### config.mk
export PLATFORM = sky130hd
export DESIGN_NAME = qpd_decoder
export DESIGN_NICKNAME = d
export VERILOG_FILES = /design/src/qpd_pkg.sv /design/src/qpd_decoder.sv
export SDC_FILE = /design/constraint.sdc
export NUM_CORES = 1
export LEC_CHECK = 0
export ABC_AREA = 0
export BUFFER_PORTS_ARGS = -buffer_cell sky130_fd_sc_hd__buf_4
export CAP_MARGIN = 20
export CORE_MARGIN = 2
export CORE_UTILIZATION = 30
export DETAILED_ROUTE_END_ITERATION = 12
export PLACE_DENSITY = 0.51
export SYNTH_ARGS = -nofsm -noshare
export SYNTH_HDL_FRONTEND = slang
export SYNTH_SLANG_ARGS = --single-unit
export TNS_END_PERCENT = 20
### constraint.sdc
create_clock -name clk -period 5.2 [get_ports clk]
set_input_delay 0.52 -clock clk [delete_from_list [all_inputs] [get_ports clk]]
set_output_delay 0.52 -clock clk [all_outputs]
set_load 0.03 [all_outputs]
### src/qpd_pkg.sv
package qpd_pkg;

  // ---------------------------------------------------------------
  // Register map, byte addresses on the AXI4-Lite port
  // ---------------------------------------------------------------
  localparam int unsigned ADDR_W      = 4;
  localparam logic [3:0]  REG_CTRL    = 4'h0;
  localparam logic [3:0]  REG_STATUS  = 4'h4;
  localparam logic [3:0]  REG_MASK    = 4'h8;
  localparam logic [3:0]  REG_COUNT   = 4'hc;

  // ---------------------------------------------------------------
  // Field positions
  // ---------------------------------------------------------------
  localparam int unsigned CTRL_RES_LSB = 0;
  localparam int unsigned CTRL_CLR_BIT = 2;
  localparam int unsigned STAT_OVF     = 0;
  localparam int unsigned STAT_UDF     = 1;
  localparam int unsigned STAT_IDX     = 2;
  localparam int unsigned STAT_INV     = 3;
  localparam int unsigned STAT_W       = 4;

  // ---------------------------------------------------------------
  // Modes and reset values
  // ---------------------------------------------------------------
  typedef enum logic [1:0] {
    QPD_RES_1X = 2'b00,
    QPD_RES_2X = 2'b01,
    QPD_RES_4X = 2'b10
  } qpd_res_t;

  localparam qpd_res_t            RES_RST  = QPD_RES_4X;
  localparam logic [STAT_W-1:0]   MASK_RST = 4'hf;
  localparam int unsigned         EXT_W    = 16;

  localparam logic [1:0] RESP_OKAY   = 2'b00;
  localparam logic [1:0] RESP_SLVERR = 2'b10;

endpackage

### src/qpd_decoder.sv
`timescale 1ns/10ps
// Overview of operation
// - Counter width built as 8, 16 or 32
// - Counter holds signed two's complement position
// - Counts per input period: one, two, four
// - Phases decoded as Gray sequence for direction
// - Count up one way, down the other
// - Index with both phases low clears counter
// - Index use is a build-time option
// - All inputs sampled on the single clock
// - Glitch filtering is a build-time option
// - Filter output moves after three agreeing samples
// - Interrupt on counter overflow or underflow
// - Interrupt when index clears the counter
// - Interrupt on illegal phase transition
// - Wide build keeps sixteen bits, reports wraps
// - Filtering applies to phases and index alike
// - Filtering enabled by default
// - Index use enabled by default
module qpd_decoder
  import qpd_pkg::*;
#(
  parameter int unsigned CNT_W      = 8,
  parameter bit          USE_INDEX  = 1'b1,
  parameter bit          USE_FILTER = 1'b1
) (
  input  wire logic               clk,
  input  wire logic               rst,
  input  wire logic               quad_a,
  input  wire logic               quad_b,
  input  wire logic               quad_index,
  output logic                    irq,
  output logic [31:0]             position,
  input  wire logic [ADDR_W-1:0]  s_axi_awaddr,
  input  wire logic               s_axi_awvalid,
  output logic                    s_axi_awready,
  input  wire logic [31:0]        s_axi_wdata,
  input  wire logic [3:0]         s_axi_wstrb,
  input  wire logic               s_axi_wvalid,
  output logic                    s_axi_wready,
  output logic [1:0]              s_axi_bresp,
  output logic                    s_axi_bvalid,
  input  wire logic               s_axi_bready,
  input  wire logic [ADDR_W-1:0]  s_axi_araddr,
  input  wire logic               s_axi_arvalid,
  output logic                    s_axi_arready,
  output logic [31:0]             s_axi_rdata,
  output logic [1:0]              s_axi_rresp,
  output logic                    s_axi_rvalid,
  input  wire logic               s_axi_rready
);

  // the wide build keeps only the low half in hardware
  localparam int unsigned HW_W = (CNT_W == 32) ? EXT_W : CNT_W;
  localparam logic [HW_W-1:0] CNT_MAX = {1'b0, {(HW_W-1){1'b1}}};
  localparam logic [HW_W-1:0] CNT_MIN = {1'b1, {(HW_W-1){1'b0}}};

  if (!(CNT_W == 8 || CNT_W == 16 || CNT_W == 32)) begin : g_bad_width
    $error("qpd_decoder: CNT_W must be 8, 16 or 32");
  end

  // ---------------------------------------------------------------
  // Input sampling and glitch filter, bit order {index, b, a}
  // ---------------------------------------------------------------
  logic [2:0] sync1_q;
  logic [2:0] sync2_q;
  logic [2:0] hist0_q;
  logic [2:0] hist1_q;
  logic [2:0] filt_q;
  logic [2:0] filt_d;
  logic [2:0] in_f;

  always_ff @(posedge clk or posedge rst) begin
    if (rst) begin
      sync1_q <= 3'h7;
      sync2_q <= 3'h7;
      hist0_q <= 3'h7;
      hist1_q <= 3'h7;
      filt_q  <= 3'h7;
    end else begin
      sync1_q <= {quad_index, quad_b, quad_a};
      sync2_q <= sync1_q;
      hist0_q <= sync2_q;
      hist1_q <= hist0_q;
      filt_q  <= filt_d;
    end
  end

  always_comb begin
    filt_d = filt_q;
    for (int i = 0; i < 3; i++) begin
      // A level is taken only once three samples in a row agree
      if (sync2_q[i] == hist0_q[i] && hist0_q[i] == hist1_q[i]) begin
        filt_d[i] = sync2_q[i];
      end
    end
    in_f = USE_FILTER ? filt_q : sync2_q;
    if (!USE_INDEX) begin
      in_f[2] = 1'b1;
    end
  end

  // ---------------------------------------------------------------
  // Bus side state
  // ---------------------------------------------------------------
  logic              aw_have_q, aw_have_d;
  logic [ADDR_W-1:0] aw_addr_q, aw_addr_d;
  logic              w_have_q,  w_have_d;
  logic [31:0]       w_data_q,  w_data_d;
  logic              w_lane0_q, w_lane0_d;
  logic              bvalid_q,  bvalid_d;
  logic [1:0]        bresp_q,   bresp_d;
  logic              rvalid_q,  rvalid_d;
  logic [1:0]        rresp_q,   rresp_d;
  logic [31:0]       rdata_q,   rdata_d;
  logic              wr_go;

  // ---------------------------------------------------------------
  // Decoder state
  // ---------------------------------------------------------------
  logic [1:0]        prev_q,   prev_d;
  logic [HW_W-1:0]   cnt_q,    cnt_d;
  logic [STAT_W-1:0] sts_q,    sts_d;
  logic [STAT_W-1:0] mask_q,   mask_d;
  qpd_res_t          res_q,    res_d;
  logic              irq_q,    irq_d;
  logic              a_chg, b_chg, inv, up, step, idx_hit, sw_clr;
  logic [STAT_W-1:0] w1c, ev;
  logic [31:0]       cnt_ext;

  assign wr_go   = aw_have_q & w_have_q & ~bvalid_q;
  assign cnt_ext = {{(32-HW_W){cnt_q[HW_W-1]}}, cnt_q};

  always_comb begin
    prev_d = in_f[1:0];
    a_chg  = in_f[0] ^ prev_q[0];
    b_chg  = in_f[1] ^ prev_q[1];
    inv    = a_chg & b_chg;
    up     = prev_q[0] ^ in_f[1];
    case (res_q)
      QPD_RES_4X: step = ~inv & (a_chg | b_chg);
      QPD_RES_2X: step = ~inv & a_chg;
      default:    step = ~inv & a_chg & in_f[0];
    endcase
    idx_hit = USE_INDEX && (in_f == 3'h0);
    sw_clr  = 1'b0;
    w1c     = '0;
    res_d   = res_q;
    mask_d  = mask_q;
    if (wr_go && w_lane0_q) begin
      if (aw_addr_q == REG_CTRL) begin
        sw_clr = w_data_q[CTRL_CLR_BIT];
        case (w_data_q[CTRL_RES_LSB +: 2])
          2'b00:   res_d = QPD_RES_1X;
          2'b01:   res_d = QPD_RES_2X;
          default: res_d = QPD_RES_4X;
        endcase
      end else if (aw_addr_q == REG_STATUS) begin
        w1c = w_data_q[STAT_W-1:0];
      end else if (aw_addr_q == REG_MASK) begin
        mask_d = w_data_q[STAT_W-1:0];
      end
    end
    ev = '0;
    cnt_d = cnt_q;
    if (idx_hit || sw_clr) begin
      cnt_d = '0;
      ev[STAT_IDX] = idx_hit;
    end else if (step) begin
      if (up) begin
        cnt_d = HW_W'(cnt_q + 1'b1);
        ev[STAT_OVF] = (cnt_q == CNT_MAX);
      end else begin
        cnt_d = HW_W'(cnt_q - 1'b1);
        ev[STAT_UDF] = (cnt_q == CNT_MIN);
      end
    end
    ev[STAT_INV] = inv;
    // A new event beats a clear written in the same cycle
    sts_d = (sts_q & ~w1c) | ev;
    irq_d = |(sts_d & mask_d);
  end

  always_ff @(posedge clk or posedge rst) begin
    if (rst) begin
      prev_q <= 2'h3;
      cnt_q  <= '0;
      sts_q  <= '0;
      mask_q <= MASK_RST;
      res_q  <= RES_RST;
      irq_q  <= 1'b0;
    end else begin
      prev_q <= prev_d;
      cnt_q  <= cnt_d;
      sts_q  <= sts_d;
      mask_q <= mask_d;
      res_q  <= res_d;
      irq_q  <= irq_d;
    end
  end

  assign irq = irq_q;

  // ---------------------------------------------------------------
  // AXI4-Lite slave
  // ---------------------------------------------------------------
  assign s_axi_awready = ~aw_have_q & ~bvalid_q;
  assign s_axi_wready  = ~w_have_q & ~bvalid_q;
  assign s_axi_arready = ~rvalid_q;

  always_comb begin
    aw_have_d = aw_have_q;
    aw_addr_d = aw_addr_q;
    w_have_d  = w_have_q;
    w_data_d  = w_data_q;
    w_lane0_d = w_lane0_q;
    bvalid_d  = bvalid_q;
    bresp_d   = bresp_q;
    rvalid_d  = rvalid_q;
    rresp_d   = rresp_q;
    rdata_d   = rdata_q;
    if (s_axi_awvalid && s_axi_awready) begin
      aw_have_d = 1'b1;
      aw_addr_d = s_axi_awaddr;
    end
    if (s_axi_wvalid && s_axi_wready) begin
      w_have_d  = 1'b1;
      w_data_d  = s_axi_wdata;
      w_lane0_d = s_axi_wstrb[0];
    end
    if (wr_go) begin
      aw_have_d = 1'b0;
      w_have_d  = 1'b0;
      bvalid_d  = 1'b1;
      bresp_d   = (aw_addr_q == REG_COUNT || aw_addr_q[1:0] != 2'b00) ? RESP_SLVERR
                                                                      : RESP_OKAY;
    end else if (bvalid_q && s_axi_bready) begin
      bvalid_d = 1'b0;
    end
    if (s_axi_arvalid && s_axi_arready) begin
      rvalid_d = 1'b1;
      rresp_d  = RESP_OKAY;
      if (s_axi_araddr == REG_CTRL) begin
        rdata_d = 32'(res_q);
      end else if (s_axi_araddr == REG_STATUS) begin
        rdata_d = 32'(sts_q);
      end else if (s_axi_araddr == REG_MASK) begin
        rdata_d = 32'(mask_q);
      end else if (s_axi_araddr == REG_COUNT) begin
        rdata_d = cnt_ext;
      end else begin
        rdata_d = 32'h0;
        rresp_d = RESP_SLVERR;
      end
    end else if (rvalid_q && s_axi_rready) begin
      rvalid_d = 1'b0;
    end
  end

  always_ff @(posedge clk or posedge rst) begin
    if (rst) begin
      aw_have_q <= 1'b0;
      aw_addr_q <= '0;
      w_have_q  <= 1'b0;
      w_data_q  <= 32'h0;
      w_lane0_q <= 1'b0;
      bvalid_q  <= 1'b0;
      bresp_q   <= RESP_OKAY;
      rvalid_q  <= 1'b0;
      rresp_q   <= RESP_OKAY;
      rdata_q   <= 32'h0;
      position  <= 32'h0;
    end else begin
      aw_have_q <= aw_have_d;
      aw_addr_q <= aw_addr_d;
      w_have_q  <= w_have_d;
      w_data_q  <= w_data_d;
      w_lane0_q <= w_lane0_d;
      bvalid_q  <= bvalid_d;
      bresp_q   <= bresp_d;
      rvalid_q  <= rvalid_d;
      rresp_q   <= rresp_d;
      rdata_q   <= rdata_d;
      position  <= {{(32-HW_W){cnt_d[HW_W-1]}}, cnt_d};
    end
  end

  assign s_axi_bvalid = bvalid_q;
  assign s_axi_bresp  = bresp_q;
  assign s_axi_rvalid = rvalid_q;
  assign s_axi_rresp  = rresp_q;
  assign s_axi_rdata  = rdata_q;

  if (USE_FILTER) begin : g_filt_chk

  end
endmodule // qpd_decoder

==> out/qor.yml <==
outcome:
  outcome: "finished, final reports clean"
floorplanning:
  coreArea_um2: 10200
  fp-row-count: 37
  pin_count: 128
  die_w_um: 106
  dieArea_um2: 11300
  start_util_pct: 30.7
  die_y_um: 106
detailed_routing:
  wire_per_inst_um: 12.8
  drcViolationCount: 0
  routed-via-count: 2154
  via_per_inst: 4.53
  drt-total-wl_um: 6080
  drt_iter0_markers: 93
  firstDrtPassIters: 4
  ant_nets: 0
sta:
  setup_viol: 0
  post-route-min-period_ns: 2.80
  tightest_slew_ns: 0.986
  fmax_ghz: 0.357
  post-route-period-util_pct: 53.8
  slew_headroom_pct: 33.8
  clock-skew-final_ns: 0.00786
  rsz0062_at_grt: "no"
  hold_viol_final: 0
  maxSlewViolCount: 0
  tns_ns: 0
clock_tree:
  htreeDepth: 3
  clockBufferDepth: 2
  clk_latency_ns: 0.34
  numCtsBuffers: 9
  cts_resized: 0
  cts.clk_slew.worst_paths_ns: 0.07
  root_buffer: "clkbuf_8"
  cts_sinks: 59
  cts_setup_buffers: 0
  cts_tree: "done"
  cts_hold_buf: 0
logic_synthesis:
  synth_area_leaders: "dfrtp_1 (29%), dfstp_2 (18%), buf_4 (12%)"
  syn_area_um2: 3140
  synth_edf_count: 0
  yosys.cell_types.count: 50
  yosysTopAreaCell: "dfrtp_1"
  ys_seq_elements: 59
  synth_top_flop_cell: "dfrtp_1"
  synth_warnings: 0
  synth_top_cell_area_share_pct: 29.5
  synthArstFlopShare_pct: 100
  seq_area_frac_synth_pct: 47.9
  synth.avg_cell_area_um2: 11.2
  ys_top_cells_by_count: "buf_4 (50), dfrtp_1 (37), dfstp_2 (22)"
  synth_cells: 280
  yosysMostFrequentCell: "buf_4"
placed_design:
  gp_congestion: 0.770
  dp_hpwl_um: 4570
  placed_cell_area_um2: 3650
  portBuffers: 94
cells_and_area:
  final_area_um2: 3860
  nets: 400
  antenna_cells: 0
  syn2layout_area_growth_pct: 23.0
  fin_util_pct: 37.8
  drive_gt1_share_pct: 47.9
pwr:
  p_leak_nw: 1.84
  vdd_ir_drop_max_mv: 0.253
  total_power_mw: 2.37
  p_per_area_nw_per_um2: 614
global_route:
  grt_max_degree: 60
  antenna_found_initial: 0
  track_usage_pct: 11.6
  overflow: 0
  grt_pass1_wl_um: 10300
  first_global_vias: 2061
setup_path:
  ff2ff_path_depth: 7
  worstReg2RegEnd: "position[7]$_DFFE_PP0P_"
  path_max_fanout: 11
  worstSetupStartpointType: "flip-flop"
  endpoint_kind: "flip-flop"
  crit_path_start: "filt_q[1]$_DFFE_PP1P_"
  rr_startpoint: "filt_q[1]$_DFFE_PP1P_"
  path_class: "reg -> reg"
  r2r_setup_slack_ns: 2.40
  worstPathRequired_ns: 5.42
  critical_path_arrival_ns: 3.02
hold_path:
  hold_path.class: "in -> reg"
  hold_depth: 1
  hold_end: "sync1_q[0]$_DFF_PP1_"
  worstHoldStart: "quad_a"
flow_run:
  max-cap-violations: 0
-- per-layer routing --
metal	vias to the layer above	share of wire (%)	track usage (%)
li1	1050	-	-
met2	92	45	18.5
met5	-	0	0
met1	1005	45	14.4
met4	0	0.84	3.48
met3	7	9.1	4.60
-- layout by cell type, fill, tap and decap left out, types with 2 or more instances in the layout --
cell       Yosys  final
inv_1         15     14
dfstp_2       22     22
nor2_1        16     16
nor4b_2        2      2
nor2b_1        2      2
nand3_1        5      5
nand3b_1       2      2
conb_1         1      2
nor3_1         6      6
a21o_2         4      4
a22o_1         7      7
xnor2_1        3      3
a21boi_0       2      2
nand2_1        9      9
dfrtp_1       37     37
a31oi_1        2      2
and3_1         2      2
mux4_2         2      2
xor2_1         5      5
nor4_1         2      2
mux2_2        16     16
a21oi_1       11     11
or3_1          2      2
clkbuf_16      0      2
o2111ai_1      2      2
a22oi_1        2      2
ha_1          10     10
o21ai_0       13     13
buf_4         50     96
a21o_1         2      2
mux2i_1        5      5
clkbuf_8       0     11
-- logic make-up after synthesis --
kind of cell | count (synthesis) | share of synthesized area (%)
muxes | 23 | 8.76
DFF | 59 | 47.9
adders and majority gates | 11 | 4.62
and+or+nand+nor | 60 | 11.5
buffers and inverters | 68 | 14.1
xor gates and xnor gates | 8 | 2.23
AOI/OAI and AO/OA | 50 | 10.7
other | 1 | 0.119
-- per-stage QoR --
| step | setup WS (ns) | std cells | hold WS, ns |
|---|---|---|---|
| floorplan | 2.85 | 281 | 0.345 |
| global placement | 2.43 | 460 | 0.347 |
| detailed placement | 2.41 | 460 | 0.347 |
| global route | 2.16 | 476 | 0.257 |
| finish | 2.40 | 476 | 0.287 |
| CTS | 2.39 | 476 | 0.265 |
-- registers in the layout (all words and copies together) (netlist names), 2 cells and up --
| name | cells |
|---|---|
| aw_addr_q | 4 |
| filt_q | 3 |
| hist0_q | 3 |
| hist1_q | 3 |
| mask_q | 4 |
| position | 8 |
| prev_q | 2 |
| res_q | 2 |
| s_axi_rdata | 8 |
| sts_q | 4 |
| sync1_q | 3 |
| sync2_q | 3 |
| w_data_q | 4 |
-- critical path: stages (launching register included) --
cell and delay (ns):
dfstp_2 0.40, xnor2_1 0.77, ha_1 0.38, a21oi_1 0.25, o2111ai_1 0.20, and3_1 0.17, or3_1 0.38, mux2i_1 0.13
-- final cells by class --
type	instances	area, µm²
sequential	59	1500
timing repair buffer	96	721
inverter	15	56.3
clock inverter	2	11.3
tap	136	170
fill	992	6370
clock buffer	14	205
multi-input combinational	154	1200
-- how the worst max path moves through the flow --
stage	endpoint	slack [ns]	cells past startpoint
final	position[7]$_DFFE_PP0P_	2.40	7
after global routing	position[7]$_DFFE_PP0P_	2.16	7
after CTS	position[7]$_DFFE_PP0P_	2.39	7
after detailed placement	position[7]$_DFFE_PP0P_	2.41	7
after global placement	position[7]$_DFFE_PP0P_	2.43	7
after floorplan	position[7]$_DFFE_PP0P_	2.85	7
-- report_power, final --
part           internal, mW  switching [mW]  leakage (nW)
logic                 0.484           0.668          1.05
clock network         0.257           0.175         0.113
registers             0.605           0.185         0.685
Power figures use the tool's default switching activity.
